### src/inc/usr_pkg.sv
package usr_pkg;
  // Register map and widths
  localparam int ADDR_W = 3;
  localparam int DATA_W = 8;
  localparam logic [2:0] ADDR_CTRL = 3'h0;
  localparam logic [2:0] ADDR_MCTL = 3'h4;
  localparam logic [2:0] ADDR_LINE = 3'h5;
  localparam logic [2:0] ADDR_MODEM = 3'h6;
  localparam logic [2:0] ADDR_SCR = 3'h7;
  // Control register fields
  localparam int CT_EFR = 0;
  localparam int CT_FIFO = 1;
  localparam int CT_ACTS = 2;
  localparam int CT_R485 = 3;
  localparam int CT_SWAP = 4;
  localparam int CT_LSIE = 5;
  localparam int CT_MSIE = 6;
  // Modem control fields
  localparam int MC_DTR = 0;
  localparam int MC_RTS = 1;
  localparam int MC_OP1 = 2;
  localparam int MC_OP2 = 3;
  localparam int MC_LOOP = 4;
  // Line status fields
  localparam int LS_DR = 0;
  localparam int LS_OVR = 1;
  localparam int LS_PAR = 2;
  localparam int LS_FRM = 3;
  localparam int LS_BRK = 4;
  localparam int LS_THRE = 5;
  localparam int LS_TEMT = 6;
  localparam int LS_FERR = 7;
  // Modem status fields, deltas in 3:0, levels in 7:4
  localparam int MS_DCTS = 0;
  localparam int MS_DDSR = 1;
  localparam int MS_TERI = 2;
  localparam int MS_DCD = 3;
  localparam int MS_CTS = 4;
  localparam int MS_DSR = 5;
  localparam int MS_RI = 6;
  localparam int MS_CD = 7;
  // Feature write port fields
  localparam int FW_TXDIS = 4;
  localparam int FW_RXDIS = 5;
  localparam int FW_NINE = 6;
  localparam int FW_FIR = 7;
  // Enhanced mode fields
  localparam int EM_SNOW = 2;
  localparam int EM_RINV = 3;
  localparam logic [1:0] EM_LVL_TX = 2'h1;
  localparam logic [1:0] EM_LVL_ALT = 2'h3;
  // Reset values
  localparam logic [7:0] SCR_RST = 8'hFF;
  localparam logic [7:0] ZERO8 = 8'h00;
  // Break detection: one 10-bit frame at 9600 baud
  localparam int CLK_NS = 40;
  localparam int FRAME_US = 1042;
  localparam int FRAME_CYC = (FRAME_US * 1000 + CLK_NS - 1) / CLK_NS;
endpackage

### src/hw/usr_regs.sv
// Design decisions made here: the address-and-strobe port and the placing of the registers.
`timescale 1ns/10ps
// Summary of operation
// - Overrun when char arrives with FIFO full
// - Parity bit follows head character tag
// - Framing bit follows head character tag
// - Long low line loads one break
// - Holding-empty flag per FIFO mode
// - Idle only when holding and shift empty
// - FIFO error while any errored byte
// - Deltas on CTS DSR CD changes
// - Ring delta only on ring end
// - CTS high pauses transmitter between characters
// - Status levels are complemented pins
// - Loopback mirrors modem control bits
// - Feature bits disable transmitter or receiver
// - Feature bit six selects nine-bit mode
// - Feature bit seven selects fast infrared
// - Scratch keeps value, resets to FF
// - Swap redirects scratch writes and reads
// - Mode bits pick level count source
// - Alternate mode starts with receive level
// - Send-immediately bypasses FIFO for one byte
// - Direction output polarity set by invert
// - Line interrupt request on errors
module usr_regs #(
  parameter int FRAME_CYC = usr_pkg::FRAME_CYC,
  parameter int LVL_W = 7
) (
  // Clock and reset
  input wire logic sys_clk,
  input wire logic rst,
  // Register port
  input wire logic [usr_pkg::ADDR_W-1:0] reg_addr,
  input wire logic [usr_pkg::DATA_W-1:0] reg_wdata,
  input wire logic reg_wr,
  input wire logic reg_rd,
  output logic [usr_pkg::DATA_W-1:0] reg_rdata,
  // Receive datapath
  input wire logic rx_char_done,
  input wire logic rx_char_par_err,
  input wire logic rx_char_frm_err,
  input wire logic rx_fifo_full,
  input wire logic rx_pop,
  input wire logic rx_pop_err,
  input wire logic rx_head_valid,
  input wire logic rx_head_par,
  input wire logic rx_head_frm,
  input wire logic rx_head_brk,
  input wire logic [LVL_W-1:0] rx_level,
  output logic rx_fifo_push,
  output logic brk_load,
  // Transmit datapath
  input wire logic host_thr_wr,
  input wire logic tsr_load,
  input wire logic tsr_busy,
  input wire logic tx_bypass_sent,
  input wire logic [LVL_W-1:0] tx_level,
  output logic tx_bypass,
  output logic tx_hold,
  // Feature outputs
  output logic tx_disable,
  output logic rx_disable,
  output logic nine_bit,
  output logic fast_ir,
  // Line pins
  input wire logic rx_pin,
  input wire logic cts_n,
  input wire logic dsr_n,
  input wire logic ri_n,
  input wire logic cd_n,
  output logic rts_n,
  // Interrupt requests
  output logic line_irq_req,
  output logic modem_irq_req
);
  localparam int BC_W = $clog2(FRAME_CYC + 1);
  localparam logic [BC_W-1:0] BRK_LAST = BC_W'(FRAME_CYC - 1);

  logic [4:0] pin_s1_r, pin_s2_r;
  logic rx_s, cts_s, dsr_s, ri_s, cd_s;
  logic [7:0] ctrl_r, mctl_r, scr_r, feat_r, emode_r;
  logic [7:0] line_val, modem_val, scr_val;
  logic [3:0] lvl_r, lvl_prev_r, delta_r, delta_set;
  logic ovr_r, brk_hold_r, thr_full_r, alt_tx_r, snow_r, byp_used_r;
  logic [BC_W-1:0] low_cnt_r;
  logic [LVL_W-1:0] err_cnt_r;
  logic thre, temt, wr_line, rd_line, rd_modem, rd_scr, wr_scr;
  logic efr_on, swap_on, push_ok, brk_hit, tag_push_r;

  assign efr_on = ctrl_r[usr_pkg::CT_EFR];
  assign swap_on = ctrl_r[usr_pkg::CT_SWAP];
  assign wr_line = reg_wr && reg_addr == usr_pkg::ADDR_MODEM;
  assign rd_line = reg_rd && reg_addr == usr_pkg::ADDR_LINE;
  assign rd_modem = reg_rd && reg_addr == usr_pkg::ADDR_MODEM;
  assign rd_scr = reg_rd && reg_addr == usr_pkg::ADDR_SCR;
  assign wr_scr = reg_wr && reg_addr == usr_pkg::ADDR_SCR;

  // Pins are asynchronous; only the second stage is read
  always_ff @(posedge sys_clk or posedge rst) begin
    if (rst) begin
      pin_s1_r <= 5'h1F;
      pin_s2_r <= 5'h1F;
    end else begin
      pin_s1_r <= {cd_n, ri_n, dsr_n, cts_n, rx_pin};
      pin_s2_r <= pin_s1_r;
    end
  end
  assign {cd_s, ri_s, dsr_s, cts_s, rx_s} = pin_s2_r;

  // Plain control registers
  always_ff @(posedge sys_clk or posedge rst) begin
    if (rst) begin
      ctrl_r <= usr_pkg::ZERO8;
      mctl_r <= usr_pkg::ZERO8;
    end else if (reg_wr) begin
      if (reg_addr == usr_pkg::ADDR_CTRL)
        ctrl_r <= reg_wdata;
      if (reg_addr == usr_pkg::ADDR_MCTL)
        mctl_r <= reg_wdata;
    end
  end

  // features only change with enhanced enable
  always_ff @(posedge sys_clk or posedge rst) begin
    if (rst)
      feat_r <= usr_pkg::ZERO8;
    else if (wr_line && efr_on)
      feat_r <= {reg_wdata[7:4], 4'h0};
  end

  // swap steers writes to the mode register
  always_ff @(posedge sys_clk or posedge rst) begin
    if (rst) begin
      scr_r <= usr_pkg::SCR_RST;
      emode_r <= usr_pkg::ZERO8;
    end else if (wr_scr) begin
      if (swap_on)
        emode_r <= reg_wdata;
      else
        scr_r <= reg_wdata;
    end
  end

  // alternate sequence restarts on every mode write
  always_ff @(posedge sys_clk or posedge rst) begin
    if (rst)
      alt_tx_r <= 1'b0;
    else if (wr_scr && swap_on)
      alt_tx_r <= 1'b0;
    else if (rd_scr && swap_on && emode_r[1:0] == usr_pkg::EM_LVL_ALT)
      alt_tx_r <= ~alt_tx_r;
  end

  // one bypass per arming; self-clears when that byte is sent
  always_ff @(posedge sys_clk or posedge rst) begin
    if (rst) begin
      snow_r <= 1'b0;
      byp_used_r <= 1'b0;
      tx_bypass <= 1'b0;
    end else begin
      tx_bypass <= host_thr_wr && ctrl_r[usr_pkg::CT_FIFO] && snow_r &&
                   !byp_used_r;
      if (tx_bypass_sent) begin
        snow_r <= 1'b0;
        byp_used_r <= 1'b0;
      end else begin
        if (wr_scr && swap_on)
          snow_r <= reg_wdata[usr_pkg::EM_SNOW];
        if (tx_bypass)
          byp_used_r <= 1'b1;
      end
    end
  end

  // full FIFO drops the new character and flags overrun
  assign push_ok = rx_char_done && !feat_r[usr_pkg::FW_RXDIS];
  always_ff @(posedge sys_clk or posedge rst) begin
    if (rst) begin
      ovr_r <= 1'b0;
      rx_fifo_push <= 1'b0;
      tag_push_r <= 1'b0;
    end else begin
      rx_fifo_push <= push_ok && !rx_fifo_full;
      // Tags only stand beside the done pulse
      tag_push_r <= push_ok && !rx_fifo_full &&
                    (rx_char_par_err || rx_char_frm_err);
      if (push_ok && rx_fifo_full)
        ovr_r <= 1'b1;
      else if (rd_line)
        ovr_r <= 1'b0;
    end
  end

  // a full frame low gives one break load, held until mark
  assign brk_hit = !rx_s && !brk_hold_r && low_cnt_r == BRK_LAST;
  always_ff @(posedge sys_clk or posedge rst) begin
    if (rst) begin
      low_cnt_r <= '0;
      brk_hold_r <= 1'b0;
      brk_load <= 1'b0;
    end else begin
      brk_load <= brk_hit && !feat_r[usr_pkg::FW_RXDIS];
      if (rx_s) begin
        low_cnt_r <= '0;
        brk_hold_r <= 1'b0;
      end else if (brk_hit)
        brk_hold_r <= 1'b1;
      else if (!brk_hold_r)
        low_cnt_r <= low_cnt_r + 1'b1;
    end
  end

  // count of tagged bytes inside the receive FIFO
  always_ff @(posedge sys_clk or posedge rst) begin
    if (rst)
      err_cnt_r <= '0;
    else
      err_cnt_r <= err_cnt_r +
        LVL_W'(tag_push_r) +
        LVL_W'(brk_load) - LVL_W'(rx_pop && rx_pop_err);
  end

  // host load fills the holding stage, shift load empties it
  always_ff @(posedge sys_clk or posedge rst) begin
    if (rst)
      thr_full_r <= 1'b0;
    else if (host_thr_wr)
      thr_full_r <= 1'b1;
    else if (tsr_load)
      thr_full_r <= 1'b0;
  end
  // FIFO mode looks at the transmit level instead
  assign thre = ctrl_r[usr_pkg::CT_FIFO] ? tx_level == '0 : !thr_full_r;
  assign temt = thre && !tsr_busy;

  always_comb begin
    line_val = usr_pkg::ZERO8;
    line_val[usr_pkg::LS_DR] = rx_head_valid;
    line_val[usr_pkg::LS_OVR] = ovr_r;
    // tags of the character at the head; break also while a held break lasts
    line_val[usr_pkg::LS_PAR] = rx_head_valid && rx_head_par;
    line_val[usr_pkg::LS_FRM] = rx_head_valid && rx_head_frm;
    line_val[usr_pkg::LS_BRK] = (rx_head_valid && rx_head_brk) || brk_hold_r;
    line_val[usr_pkg::LS_THRE] = thre;
    line_val[usr_pkg::LS_TEMT] = temt;
    line_val[usr_pkg::LS_FERR] = err_cnt_r != '0;
  end

  // live levels, or modem control bits in loopback
  always_ff @(posedge sys_clk or posedge rst) begin
    if (rst) begin
      lvl_r <= 4'h0;
      lvl_prev_r <= 4'h0;
    end else begin
      lvl_prev_r <= lvl_r;
      if (mctl_r[usr_pkg::MC_LOOP])
        lvl_r <= {mctl_r[usr_pkg::MC_OP2], mctl_r[usr_pkg::MC_OP1],
                  mctl_r[usr_pkg::MC_DTR], mctl_r[usr_pkg::MC_RTS]};
      else
        lvl_r <= ~{cd_s, ri_s, dsr_s, cts_s};
    end
  end

  always_comb begin
    // any change of CTS, DSR or CD
    delta_set[0] = lvl_r[0] ^ lvl_prev_r[0];
    delta_set[1] = lvl_r[1] ^ lvl_prev_r[1];
    delta_set[3] = lvl_r[3] ^ lvl_prev_r[3];
    // ring input rising means status bit falling
    delta_set[2] = lvl_prev_r[2] && !lvl_r[2];
  end

  // read clears, but a change in the same cycle survives
  always_ff @(posedge sys_clk or posedge rst) begin
    if (rst)
      delta_r <= 4'h0;
    else
      delta_r <= (rd_modem ? 4'h0 : delta_r) | delta_set;
  end
  assign modem_val = {lvl_r, delta_r};

  always_comb begin
    scr_val = scr_r;
    if (swap_on) begin
      if (!emode_r[0])
        scr_val = 8'(rx_level);
      else if (emode_r[1:0] == usr_pkg::EM_LVL_TX || alt_tx_r)
        scr_val = 8'(tx_level);
      else
        scr_val = 8'(rx_level);
    end
  end

  // Read data valid only in the cycle after the strobe
  always_ff @(posedge sys_clk or posedge rst) begin
    if (rst)
      reg_rdata <= usr_pkg::ZERO8;
    else if (!reg_rd)
      reg_rdata <= usr_pkg::ZERO8;
    else begin
      unique case (reg_addr)
        usr_pkg::ADDR_CTRL: reg_rdata <= ctrl_r;
        usr_pkg::ADDR_MCTL: reg_rdata <= mctl_r;
        usr_pkg::ADDR_LINE: reg_rdata <= line_val;
        usr_pkg::ADDR_MODEM: reg_rdata <= modem_val;
        usr_pkg::ADDR_SCR: reg_rdata <= scr_val;
        default: reg_rdata <= usr_pkg::ZERO8;
      endcase
    end
  end

  always_ff @(posedge sys_clk or posedge rst) begin
    if (rst) begin
      tx_hold <= 1'b0;
      rts_n <= 1'b1;
      line_irq_req <= 1'b0;
      modem_irq_req <= 1'b0;
      {fast_ir, nine_bit, rx_disable, tx_disable} <= 4'h0;
    end else begin
      // engine finishes its character, then waits
      tx_hold <= ctrl_r[usr_pkg::CT_ACTS] && cts_s;
      if (ctrl_r[usr_pkg::CT_R485])
        rts_n <= emode_r[usr_pkg::EM_RINV] ^ temt;
      else
        rts_n <= ~mctl_r[usr_pkg::MC_RTS];
      // overrun at once, errors once at the head
      line_irq_req <= ctrl_r[usr_pkg::CT_LSIE] &&
                      (|line_val[usr_pkg::LS_BRK:usr_pkg::LS_OVR]);
      // modem request while any delta stands
      modem_irq_req <= ctrl_r[usr_pkg::CT_MSIE] && (|delta_r);
      {fast_ir, nine_bit, rx_disable, tx_disable} <= feat_r[7:4];
    end
  end
endmodule

### config.mk
export PLATFORM = sky130hd
export DESIGN_NAME = usr_regs
export DESIGN_NICKNAME = d
export VERILOG_FILES = /design/src/inc/usr_pkg.sv /design/src/hw/usr_regs.sv
export SDC_FILE = /design/constraint.sdc
export NUM_CORES = 1
export LEC_CHECK = 0
export BUFFER_PORTS_ARGS = -buffer_cell sky130_fd_sc_hd__clkbuf_2
export CAP_MARGIN = 20
export CORE_MARGIN = 2
export CORE_UTILIZATION = 61
export DETAILED_ROUTE_END_ITERATION = 8
export PLACE_DENSITY_LB_ADDON = 0.08
export SYNTH_ARGS = -nofsm -noshare
export SYNTH_HDL_FRONTEND = slang
export SYNTH_SLANG_ARGS = --single-unit
### constraint.sdc
create_clock -name sys_clk -period 4.85 [get_ports sys_clk]
set_clock_uncertainty 0.2 [all_clocks]
set_input_delay 0.2425 -clock sys_clk [delete_from_list [all_inputs] [get_ports sys_clk]]
set_output_delay 0.2425 -clock sys_clk [all_outputs]
set_load 0.01 [all_outputs]
==> flow_summary.json, run 1 <==
{
  "status": "finished, final reports clean",
  "fp.dieW_um": 91.1,
  "cts_made_buffers": 9,
  "antenna_found_initial": 0,
  "final-seq-area_um2": 2550,
  "r2r_cells": 9,
  "critPathCapture": "err_cnt_r[6]",
  "fp-row-count": 31,
  "dieArea_um2": 8290,
  "drc": 0,
  "drtAntennaViolNets": 0,
  "cp_max_fo": 2,
  "start_kind": "register",
  "synth_cells": 392,
  "ys_types": 62,
  "finalNetCount": 541,
  "grt_pass1_vias": 3268,
  "cp-end-kind": "register",
  "p_leak_uw": 0.00256,
  "synth.yosys.seq_area_share_pct": 55.2,
  "ys_async_sr_fraction_pct": 100,
  "fp.dieH_um": 91.1,
  "hold_viol": 0,
  "r2r_slack_ns": 2.41,
  "vias": 3246,
  "synth_area_per_cell_um2": 11.8,
  "fillCellCount": 514,
  "whs_path_depth": 3,
  "vias_per_cell": 5.55,
  "cap_violations": 0,
  "place_congestion": 0.823,
  "synth-seq-cells": 101,
  "timing.slew.headroom_pct": 54.4,
  "holdWs_ns": 0.0572,
  "critPathLaunch": "err_cnt_r[0]",
  "htreeDepth": 3,
  "clk_pin_slew_ns": 0.11,
  "wl_per_cell_um": 15.9,
  "syn_to_final_growth_pct": 17.9,
  "ios": 67,
  "finalSetupTns_ns": 0,
  "rsz0062_at_grt": "false",
  "setup_violations": 0,
  "drive_gt1_share_pct": 31.7,
  "grt_remaining_overflow": 0,
  "coreArea_um2": 7290,
  "r2r-end": "err_cnt_r[6]",
  "numPortBuffers": 66,
  "layout_min_cycle_time_ns": 2.44,
  "drt_iter0_drc": 121,
  "syn-cell-area_um2": 4620,
  "grt_first_pass_wirelength_um": 15900,
  "min_period_over_period_pct": 50.2,
  "antennaDiodeCount": 0,
  "wl_um": 9320,
  "clk_path_buf_depth": 2,
  "synth-main-ff-cell": "dfrtp_1",
  "arrival_ns": 2.54,
  "initial_core_util_pct": 63.4,
  "clkSinkCount": 101,
  "ys_warn_count": 0,
  "vdd_drop_max_mv": 0.219,
  "grtUsageTotal_pct": 24.3,
  "dp_hpwl_um": 6480,
  "worstSetupPathType": "register to register",
  "power_density_nw_per_um2": 407,
  "max_freq_ghz": 0.411,
  "post-cts-setup-buffers": 0,
  "multiInputGateArea_um2": 1900,
  "hold_path.class": "input port to register",
  "cp.required_ns": 4.95,
  "dr.pass1.iters": 5,
  "syn_nets": 452,
  "grt_max_degree": 58,
  "synth-edff-count": 0,
  "cts-root-buf": "clkbuf_8",
  "r2r-start": "err_cnt_r[0]",
  "tightestPinTransition_ns": 0.684,
  "slew_viol_final": 0,
  "clk_latency_ns": 0.37,
  "cts_tree": "built"
}
sequential cells by signal (all words and copies together) (netlist names), 3 cells and up:
signal	cells
lvl_prev_r	4
scr_r	8
reg_rdata	8
emode_r	3
low_cnt_r	15
err_cnt_r	7
ctrl_r	8
delta_r	4
pin_s1_r	5
mctl_r	8
lvl_r	4
pin_s2_r	5
feat_r	4
cell usage in the layout (no fill, tap or decap), types with 4 or more instances in the layout:
cell,Yosys,routed
dfrtp_1,82,82
clkbuf_2,0,66
mux2_2,37,37
nand2_1,34,34
nor2_1,28,28
dlygate4sd3_1,0,25
inv_1,25,24
dfstp_2,19,19
a21oi_1,16,16
o21ai_0,13,13
xor2_1,11,11
xnor2_1,10,10
ha_1,10,10
mux2i_1,9,9
clkbuf_8,0,9
nand3_1,7,7
a22oi_1,5,5
nor3_1,4,4
inv_8,0,4
how the worst min path moves through the flow:
stage | from | end | slack (ns)
2_1_floorplan | rx_pin | pin_s1_r[0] | 0.05
3_3_place_gp | rst | low_cnt_r[8] | 0.12
3_5_place_dp | rst | low_cnt_r[7] | 0.13
4_1_cts | rx_head_par | line_irq_req | 0.04
5_1_grt | rx_head_par | line_irq_req | 0.06
6_report | rx_head_par | line_irq_req | 0.06
cells by family (layout without fill, tap and decap cells):
group           Yosys count  in the layout  synth area share [%]
xor+xnor                 21             21                  3.98
fa+ha+maj                12             12                  3.57
simple gates            112            112                  13.9
mux                      46             46                  11.0
flops                   101            101                  55.2
compound gates           61             61                  8.69
buf+inv                  39            133                  3.76
cell type report:
class                           count  area share [%]
Sequential cell                   101            46.8
Multi-Input combinational cell    252            34.8
Timing Repair Buffer               92            10.8
Clock buffer                        9            2.27
Tap cell                           99            2.27
Inverter                           25            1.77
Clock inverter                      7            1.31
critical path, cell delays in order, from the launching register on:
cell,delay [ns]
dfrtp_1,0.34
inv_1,0.05
ha_1,0.30
fa_1,0.40
fa_1,0.43
nor2b_1,0.15
or3_1,0.13
a31oi_1,0.08
o21bai_1,0.15
xnor2_1,0.13
where the power goes:
| group | internal, uW | switching, uW | total (uW) |
|---|---|---|---|
| Combinational | 294 | 285 | 579 |
| Sequential | 1010 | 99.5 | 1110 |
| Clock | 206 | 324 | 530 |
per-stage QoR:
| step | setup WS [ns] | instances | cell area (um2) | power (uW) | util, % |
|---|---|---|---|---|---|
| after floorplan | 1.79 | 392 | 4620 | 1530 | - |
| after CTS | 2.40 | 585 | 5450 | 2230 | 74.8 |
| after detailed placement | 2.33 | 544 | 5010 | 1690 | 68.7 |
| final | 2.41 | 585 | 5450 | 2220 | 74.8 |
| after global placement | 2.40 | 544 | 5010 | 1660 | 68.7 |
| after global routing | 2.25 | 585 | 5450 | 2360 | 74.8 |
synthesized netlist by cell type (2+ instances only):
master     n  share of area (%)
o21ai_0   13                1.4
nor3_1     4               0.43
fa_1       2               0.87
nand4_1    3               0.41
o31a_1     2               0.38
nand2_1   34                2.8
dfstp_2   19                 11
a22o_1     2               0.38
a21oi_1   16                1.7
buf_2      7               0.76
mux2_2    37                9.0
a221oi_1   2               0.38
nor3b_1    3               0.49
buf_4      3               0.49
nor4_1     2               0.27
a32oi_1    2               0.38
nand3b_1   3               0.49
ha_1      10                2.7
mux2i_1    9                1.9
and3_2     2               0.32
nand3_1    7               0.76
inv_1     25                2.0
xnor2_1   10                1.9
and4b_1    2               0.43
clkbuf_1   3               0.24
o22ai_1    3               0.41
a21o_1     3               0.49
nor2b_1    3               0.41
o21a_1     2               0.32
and2_1     3               0.41
nand2b_1   2               0.27
xor2_1    11                2.1
a31oi_1    2               0.27
dfrtp_1   82                 44
nor2_1    28                2.3
a22oi_1    5               0.81
routing by layer:
layer / routed length (um) / track usage [%]
met3: 472 / 4.81
met2: 4410 / 38.5
met1: 4330 / 34.7
met5: 0 / 0
met4: 101 / 6.57
what timing repair did:
item	CTS	global route
hold endpoints to repair	77	0
hold buffers	25	0
setup endpoints to repair	0	0
gates resized for setup	0	0
Power figures use the tool's default switching activity.
==> inputs of run 2 (changes only) <==
--- a/config.mk
+++ b/config.mk
@@ -8,7 +8,7 @@
 export BUFFER_PORTS_ARGS = -buffer_cell sky130_fd_sc_hd__clkbuf_2
 export CAP_MARGIN = 20
 export CORE_MARGIN = 2
-export CORE_UTILIZATION = 61
+export CORE_UTILIZATION = 57
 export DETAILED_ROUTE_END_ITERATION = 8
 export PLACE_DENSITY_LB_ADDON = 0.08
 export SYNTH_ARGS = -nofsm -noshare
==> constraint.sdc (replaced) <==
create_clock -name sys_clk -period 2.3 [get_ports sys_clk]
set_clock_uncertainty 0.2 [all_clocks]
set_input_delay 0.115 -clock sys_clk [delete_from_list [all_inputs] [get_ports sys_clk]]
set_output_delay 0.115 -clock sys_clk [all_outputs]
set_load 0.01 [all_outputs]
==> run 2 against run 1 <==
The flow now finishes with violations (setup timing); sequential cell count stayed put; core utilization shrank 0.84 points; combinational power rose by 140%; sequential power is 110% higher; cell count grew 5.1%; sequential share of layout area is 2.6 points lower; via count is 1.4% higher; global-route usage decreased by 1.5 points; critical path type unchanged.
==> flow_summary.json, run 2 (same netlist as run 1, synthesis figures left out) <==
{
  "status": "complete, but fails checks",
  "violations": "setup timing",
  "max_freq_ghz": 0.430,
  "drt_iter0_drc": 188,
  "largest_reg_flops": 15,
  "arrival_ns": 2.40,
  "clk_latency_ns": 0.36,
  "fp.dieW_um": 94.1,
  "clk_pin_slew_ns": 0.11,
  "path_cells": "inv_2, ha_4, fa_2, fa_2, nor2b_2, or3_4, a31oi_1, o21bai_1, xnor2_1",
  "hold_path.class": "input port to register",
  "dieArea_um2": 8850,
  "finalNetCount": 568,
  "start_kind": "register",
  "path_buf_inv": 1,
  "power_density_nw_per_um2": 835,
  "slowest_stage": "dfrtp_1",
  "timing.slew.headroom_pct": 53.3,
  "multiInputGateArea_um2": 1940,
  "holdWs_ns": 0.0284,
  "setup_slack_ns": -0.0244,
  "drive_gt1_share_pct": 33.3,
  "cp-end-kind": "register",
  "htreeDepth": 3,
  "cap_violations": 0,
  "final_cell_mix": "dfrtp_1, clkbuf_2, dlygate4sd3_1",
  "drc": 0,
  "fillCellCount": 536,
  "final_common_cell": "dfrtp_1",
  "clkSinkCount": 101,
  "worstSetupPathType": "register to register",
  "ios": 67,
  "cts-root-buf": "clkbuf_8",
  "cp_slowest_stage_delay_ns": 0.39,
  "hold_viol": 0,
  "cts_made_buffers": 9,
  "grt_max_degree": 31,
  "setup_violations": 1,
  "wl_um": 9600,
  "rsz0062_at_grt": "true",
  "fp-row-count": 32,
  "tightestPinTransition_ns": 0.698,
  "grt_remaining_overflow": 0,
  "regMostFlops": "low_cnt_r",
  "dp_slack_ns": -0.0925,
  "dp_hpwl_um": 6420,
  "min_period_over_period_pct": 101,
  "grt_pass1_vias": 3208,
  "coreArea_um2": 7810,
  "fp.dieH_um": 94.1,
  "initial_core_util_pct": 59.2,
  "numPortBuffers": 66,
  "cp_top_family": "adder cells",
  "clk_path_buf_depth": 2,
  "cts_tree": "built",
  "cp.required_ns": 2.38,
  "vias_per_cell": 5.35,
  "syn_to_final_growth_pct": 24.9,
  "vdd_drop_max_mv": 0.479,
  "place_congestion": 0.832,
  "wl_per_cell_um": 15.6,
  "grt_first_pass_wirelength_um": 15500,
  "dr.pass1.iters": 4,
  "grtUsageTotal_pct": 22.8,
  "antenna_found_initial": 0,
  "crit_top_cell": "fa_2",
  "antennaDiodeCount": 0,
  "cp_max_fo": 2,
  "layout_min_cycle_time_ns": 2.32,
  "drtAntennaViolNets": 0,
  "final-seq-area_um2": 2550,
  "slew_viol_final": 0,
  "p_leak_uw": 0.00268,
  "vias": 3291
}
[run 2: cell type report]
cell class,instances,share of cell area [%]
sequential,101,44.2
multi-input combinational,252,33.5
timing repair buffer,119,15.2
tap,102,2.21
clock buffer,9,2.15
inverter,25,1.69
clock inverter,7,1.08
[run 2: repair_timing]
action	in CTS	in global routing
setup endpoints to repair	1	4
setup buffers	0	4
gates resized for setup	4	7
hold buffers	43	0
pin swaps	4	8
endpoints found under the hold margin	81	0
[run 2: worst min-delay path: stages]
cell	delay [ns]
clkbuf_2	0.09
mux2i_1	0.17
a211o_1	0.15
nand2_1	0.04
[run 2: metrics by stage]
step	area, um2	utilization [%]	instances	TNS, ns	total power [uW]
floorplan	4630	-	392	0	3230
global placement	5090	65.2	552	-0.0365	3540
detailed placement	5090	65.2	552	-0.0925	3600
CTS	5720	73.3	611	-0.0264	4780
global route	5770	74.0	615	-0.160	5130
finish	5770	74.0	615	-0.0244	4820
[run 2: routing by layer]
metal | vias up | wire length, um | GRT usage [%]
met1 | 1606 | 4530 | 32.4
met3 | 10 | 392 | 3.21
li1 | 1596 | - | -
met2 | 79 | 4550 | 36.4
met4 | 0 | 121 | 7.49
met5 | - | 0 | 0
[run 2: final timing paths]
kind                       slack [ns]          from  cells after the start      endpoint
max                             -0.02  err_cnt_r[0]                      9  err_cnt_r[6]
min                              0.03   tx_level[6]                      4  reg_rdata[6]
max reg2reg                     -0.02  err_cnt_r[0]                      9  err_cnt_r[6]
min reg2reg                      0.16   pin_s1_r[2]                      0   pin_s2_r[2]
max in group asynchronous        1.07           rst                      4      scr_r[7]
min in group asynchronous        0.21           rst                      3    rx_disable
[run 2: report_power, final]
group	internal [uW]	switching (uW)	total [uW]	leakage, uW
clock network	419	659	1080	0.0000931
logic	757	645	1400	0.00136
registers	2130	213	2340	0.00122
==> inputs of run 3 (changes only) <==
--- a/config.mk
+++ b/config.mk
@@ -6,11 +6,11 @@
 export NUM_CORES = 1
 export LEC_CHECK = 0
 export BUFFER_PORTS_ARGS = -buffer_cell sky130_fd_sc_hd__clkbuf_2
-export CAP_MARGIN = 20
 export CORE_MARGIN = 2
 export CORE_UTILIZATION = 57
 export DETAILED_ROUTE_END_ITERATION = 8
-export PLACE_DENSITY_LB_ADDON = 0.08
+export PLACE_DENSITY = 0.8
+export RECOVER_POWER = 25
 export SYNTH_ARGS = -nofsm -noshare
 export SYNTH_HDL_FRONTEND = slang
 export SYNTH_SLANG_ARGS = --single-unit
==> run 3 against run 2 <==
The flow still finishes with violations (setup timing); hold slack gained 0.0098 ns; sequential share of layout area fell by 0.47 points; clock power grew 29%.
==> flow_summary.json, run 3 (same netlist as run 1, synthesis figures left out) <==
{
  "status": "complete, but fails checks",
  "violations": "setup timing",
  "dp_hpwl_um": 6640,
  "drt_iter0_drc": 238,
  "layout_min_cycle_time_ns": 2.33,
  "fin_area_um2": 5840,
  "path_cells": "inv_2, ha_4, fa_2, fa_2, nor2b_2, or3_1, a31oi_1, o21bai_1, xnor2_1",
  "crit_top_cell": "fa_2",
  "path_buf_inv": 1,
  "dieArea_um2": 8850,
  "initial_core_util_pct": 59.2,
  "fp.dieW_um": 94.1,
  "setup_violations": 1,
  "setup_slack_ns": -0.0281,
  "cp.required_ns": 2.40,
  "coreArea_um2": 7810,
  "grt_pass1_vias": 3394,
  "rsz0062_at_grt": "true",
  "p_leak_uw": 0.00273,
  "holdWs_ns": 0.0383,
  "vdd_drop_max_mv": 0.488,
  "grtUsageTotal_pct": 24.2,
  "cp_slowest_stage_delay_ns": 0.39,
  "tightestPinTransition_ns": 1.33,
  "fp.dieH_um": 94.1,
  "arrival_ns": 2.42,
  "dpl.cell_count": 552,
  "ios": 67,
  "final_cell_mix": "dfrtp_1, clkbuf_2, dlygate4sd3_1",
  "numPortBuffers": 66,
  "report.power.total_uw": 5240,
  "syn_to_final_growth_pct": 26.2,
  "slew_viol_final": 0,
  "vias": 3472,
  "start_kind": "register",
  "fp-row-count": 32,
  "power_density_nw_per_um2": 898,
  "wl_per_cell_um": 16.8,
  "drive_gt1_share_pct": 33.5,
  "slowest_stage": "dfrtp_1",
  "clkSinkCount": 101,
  "hold_viol": 0,
  "cts-root-buf": "clkbuf_8",
  "timing.slew.headroom_pct": 11.5,
  "cp_max_fo": 2,
  "cp_top_family": "adder cells",
  "largest_reg_flops": 15,
  "cap_violations": 0,
  "final_cell_count_no_fill": 621,
  "antenna_found_initial": 0,
  "grt_remaining_overflow": 0,
  "htreeDepth": 3,
  "finalNetCount": 574,
  "cts_tree": "built",
  "min_period_over_period_pct": 101,
  "hold_path.class": "input port to register",
  "max_freq_ghz": 0.430,
  "grt_first_pass_wirelength_um": 16300,
  "regMostFlops": "low_cnt_r",
  "place_area_um2": 5060,
  "grt_max_degree": 102,
  "place_congestion": 0.834,
  "worstSetupPathType": "register to register",
  "clk_pin_slew_ns": 0.11,
  "fillCellCount": 487,
  "clk_latency_ns": 0.36,
  "wl_um": 10400,
  "clk_path_buf_depth": 2,
  "antennaDiodeCount": 0,
  "vias_per_cell": 5.59,
  "drtAntennaViolNets": 0,
  "cts_made_buffers": 9,
  "dr.pass1.iters": 4,
  "final_util_pct": 74.8,
  "cp-end-kind": "register",
  "drc": 0,
  "final_common_cell": "dfrtp_1"
}
## run 3: changes by cell type in the layout (fill, tap and decap cells not counted), moves of 3 or more
cell,delta
buf_12,-3
buf_4,+8
bufinv_16,+3
inv_6,-3
## run 3: area by class of cell
class / count / area (um2) / share of cell area (%)
multi-input combinational: 252 / 1930 / 33.0
timing repair buffer: 125 / 880 / 15.1
inverter: 25 / 97.6 / 1.67
clock inverter: 7 / 129 / 2.21
sequential: 101 / 2550 / 43.7
clock buffer: 9 / 124 / 2.12
tap: 102 / 128 / 2.19
## run 3: path summary, 6_finish.rpt
| kind | startpoint | to | slack [ns] | cells after the start |
|---|---|---|---|---|
| worst max-delay path | err_cnt_r[0] | err_cnt_r[6] | -0.03 | 9 |
| worst min-delay path | tx_level[1] | reg_rdata[5] | 0.04 | 4 |
| worst max register to register | err_cnt_r[0] | err_cnt_r[6] | -0.03 | 9 |
| worst min register to register | pin_s1_r[1] | pin_s2_r[1] | 0.16 | 0 |
| max in group asynchronous | rst | reg_rdata[6] | 0.46 | 4 |
| min in group asynchronous | rst | low_cnt_r[4] | 0.59 | 4 |
## run 3: metrics by stage
| stage | setup slack, ns | setup TNS (ns) |
|---|---|---|
| after global placement | -0.0324 | -0.0324 |
| after global routing | -0.104 | -0.153 |
| final | -0.0281 | -0.0281 |
| after CTS | -0.0295 | -0.0295 |
| after floorplan | 0.00997 | 0 |
| after detailed placement | -0.122 | -0.122 |
## run 3: worst min-delay path, cell delays in order
cell and delay, ns:
clkbuf_2 0.10, nor4b_1 0.06, a21oi_1 0.19, o22ai_1 0.09
## run 3: power by group
| group | internal, uW | leakage (uW) | switching (uW) |
|---|---|---|---|
| Sequential | 2130 | 0.00122 | 221 |
| Clock | 742 | 0.000124 | 644 |
| Combinational | 788 | 0.00138 | 717 |
| Total | 3660 | 0.00273 | 1580 |
## run 3: per-layer routing
layer	global-route usage [%]	up-vias	wire, um
met5	0	-	0
li1	-	1604	-
met3	4.01	20	440
met2	40.2	128	5240
met1	32.3	1720	4580
met4	8.70	0	185
## run 3: what timing repair did
item / CTS / global route
pin swaps: 2 / 4
endpoints found under the hold margin: 135 / 0
hold buffers: 43 / 0
resized for setup: 3 / 6
endpoints found under the setup margin: 1 / 7
setup buffers: 3 / 7
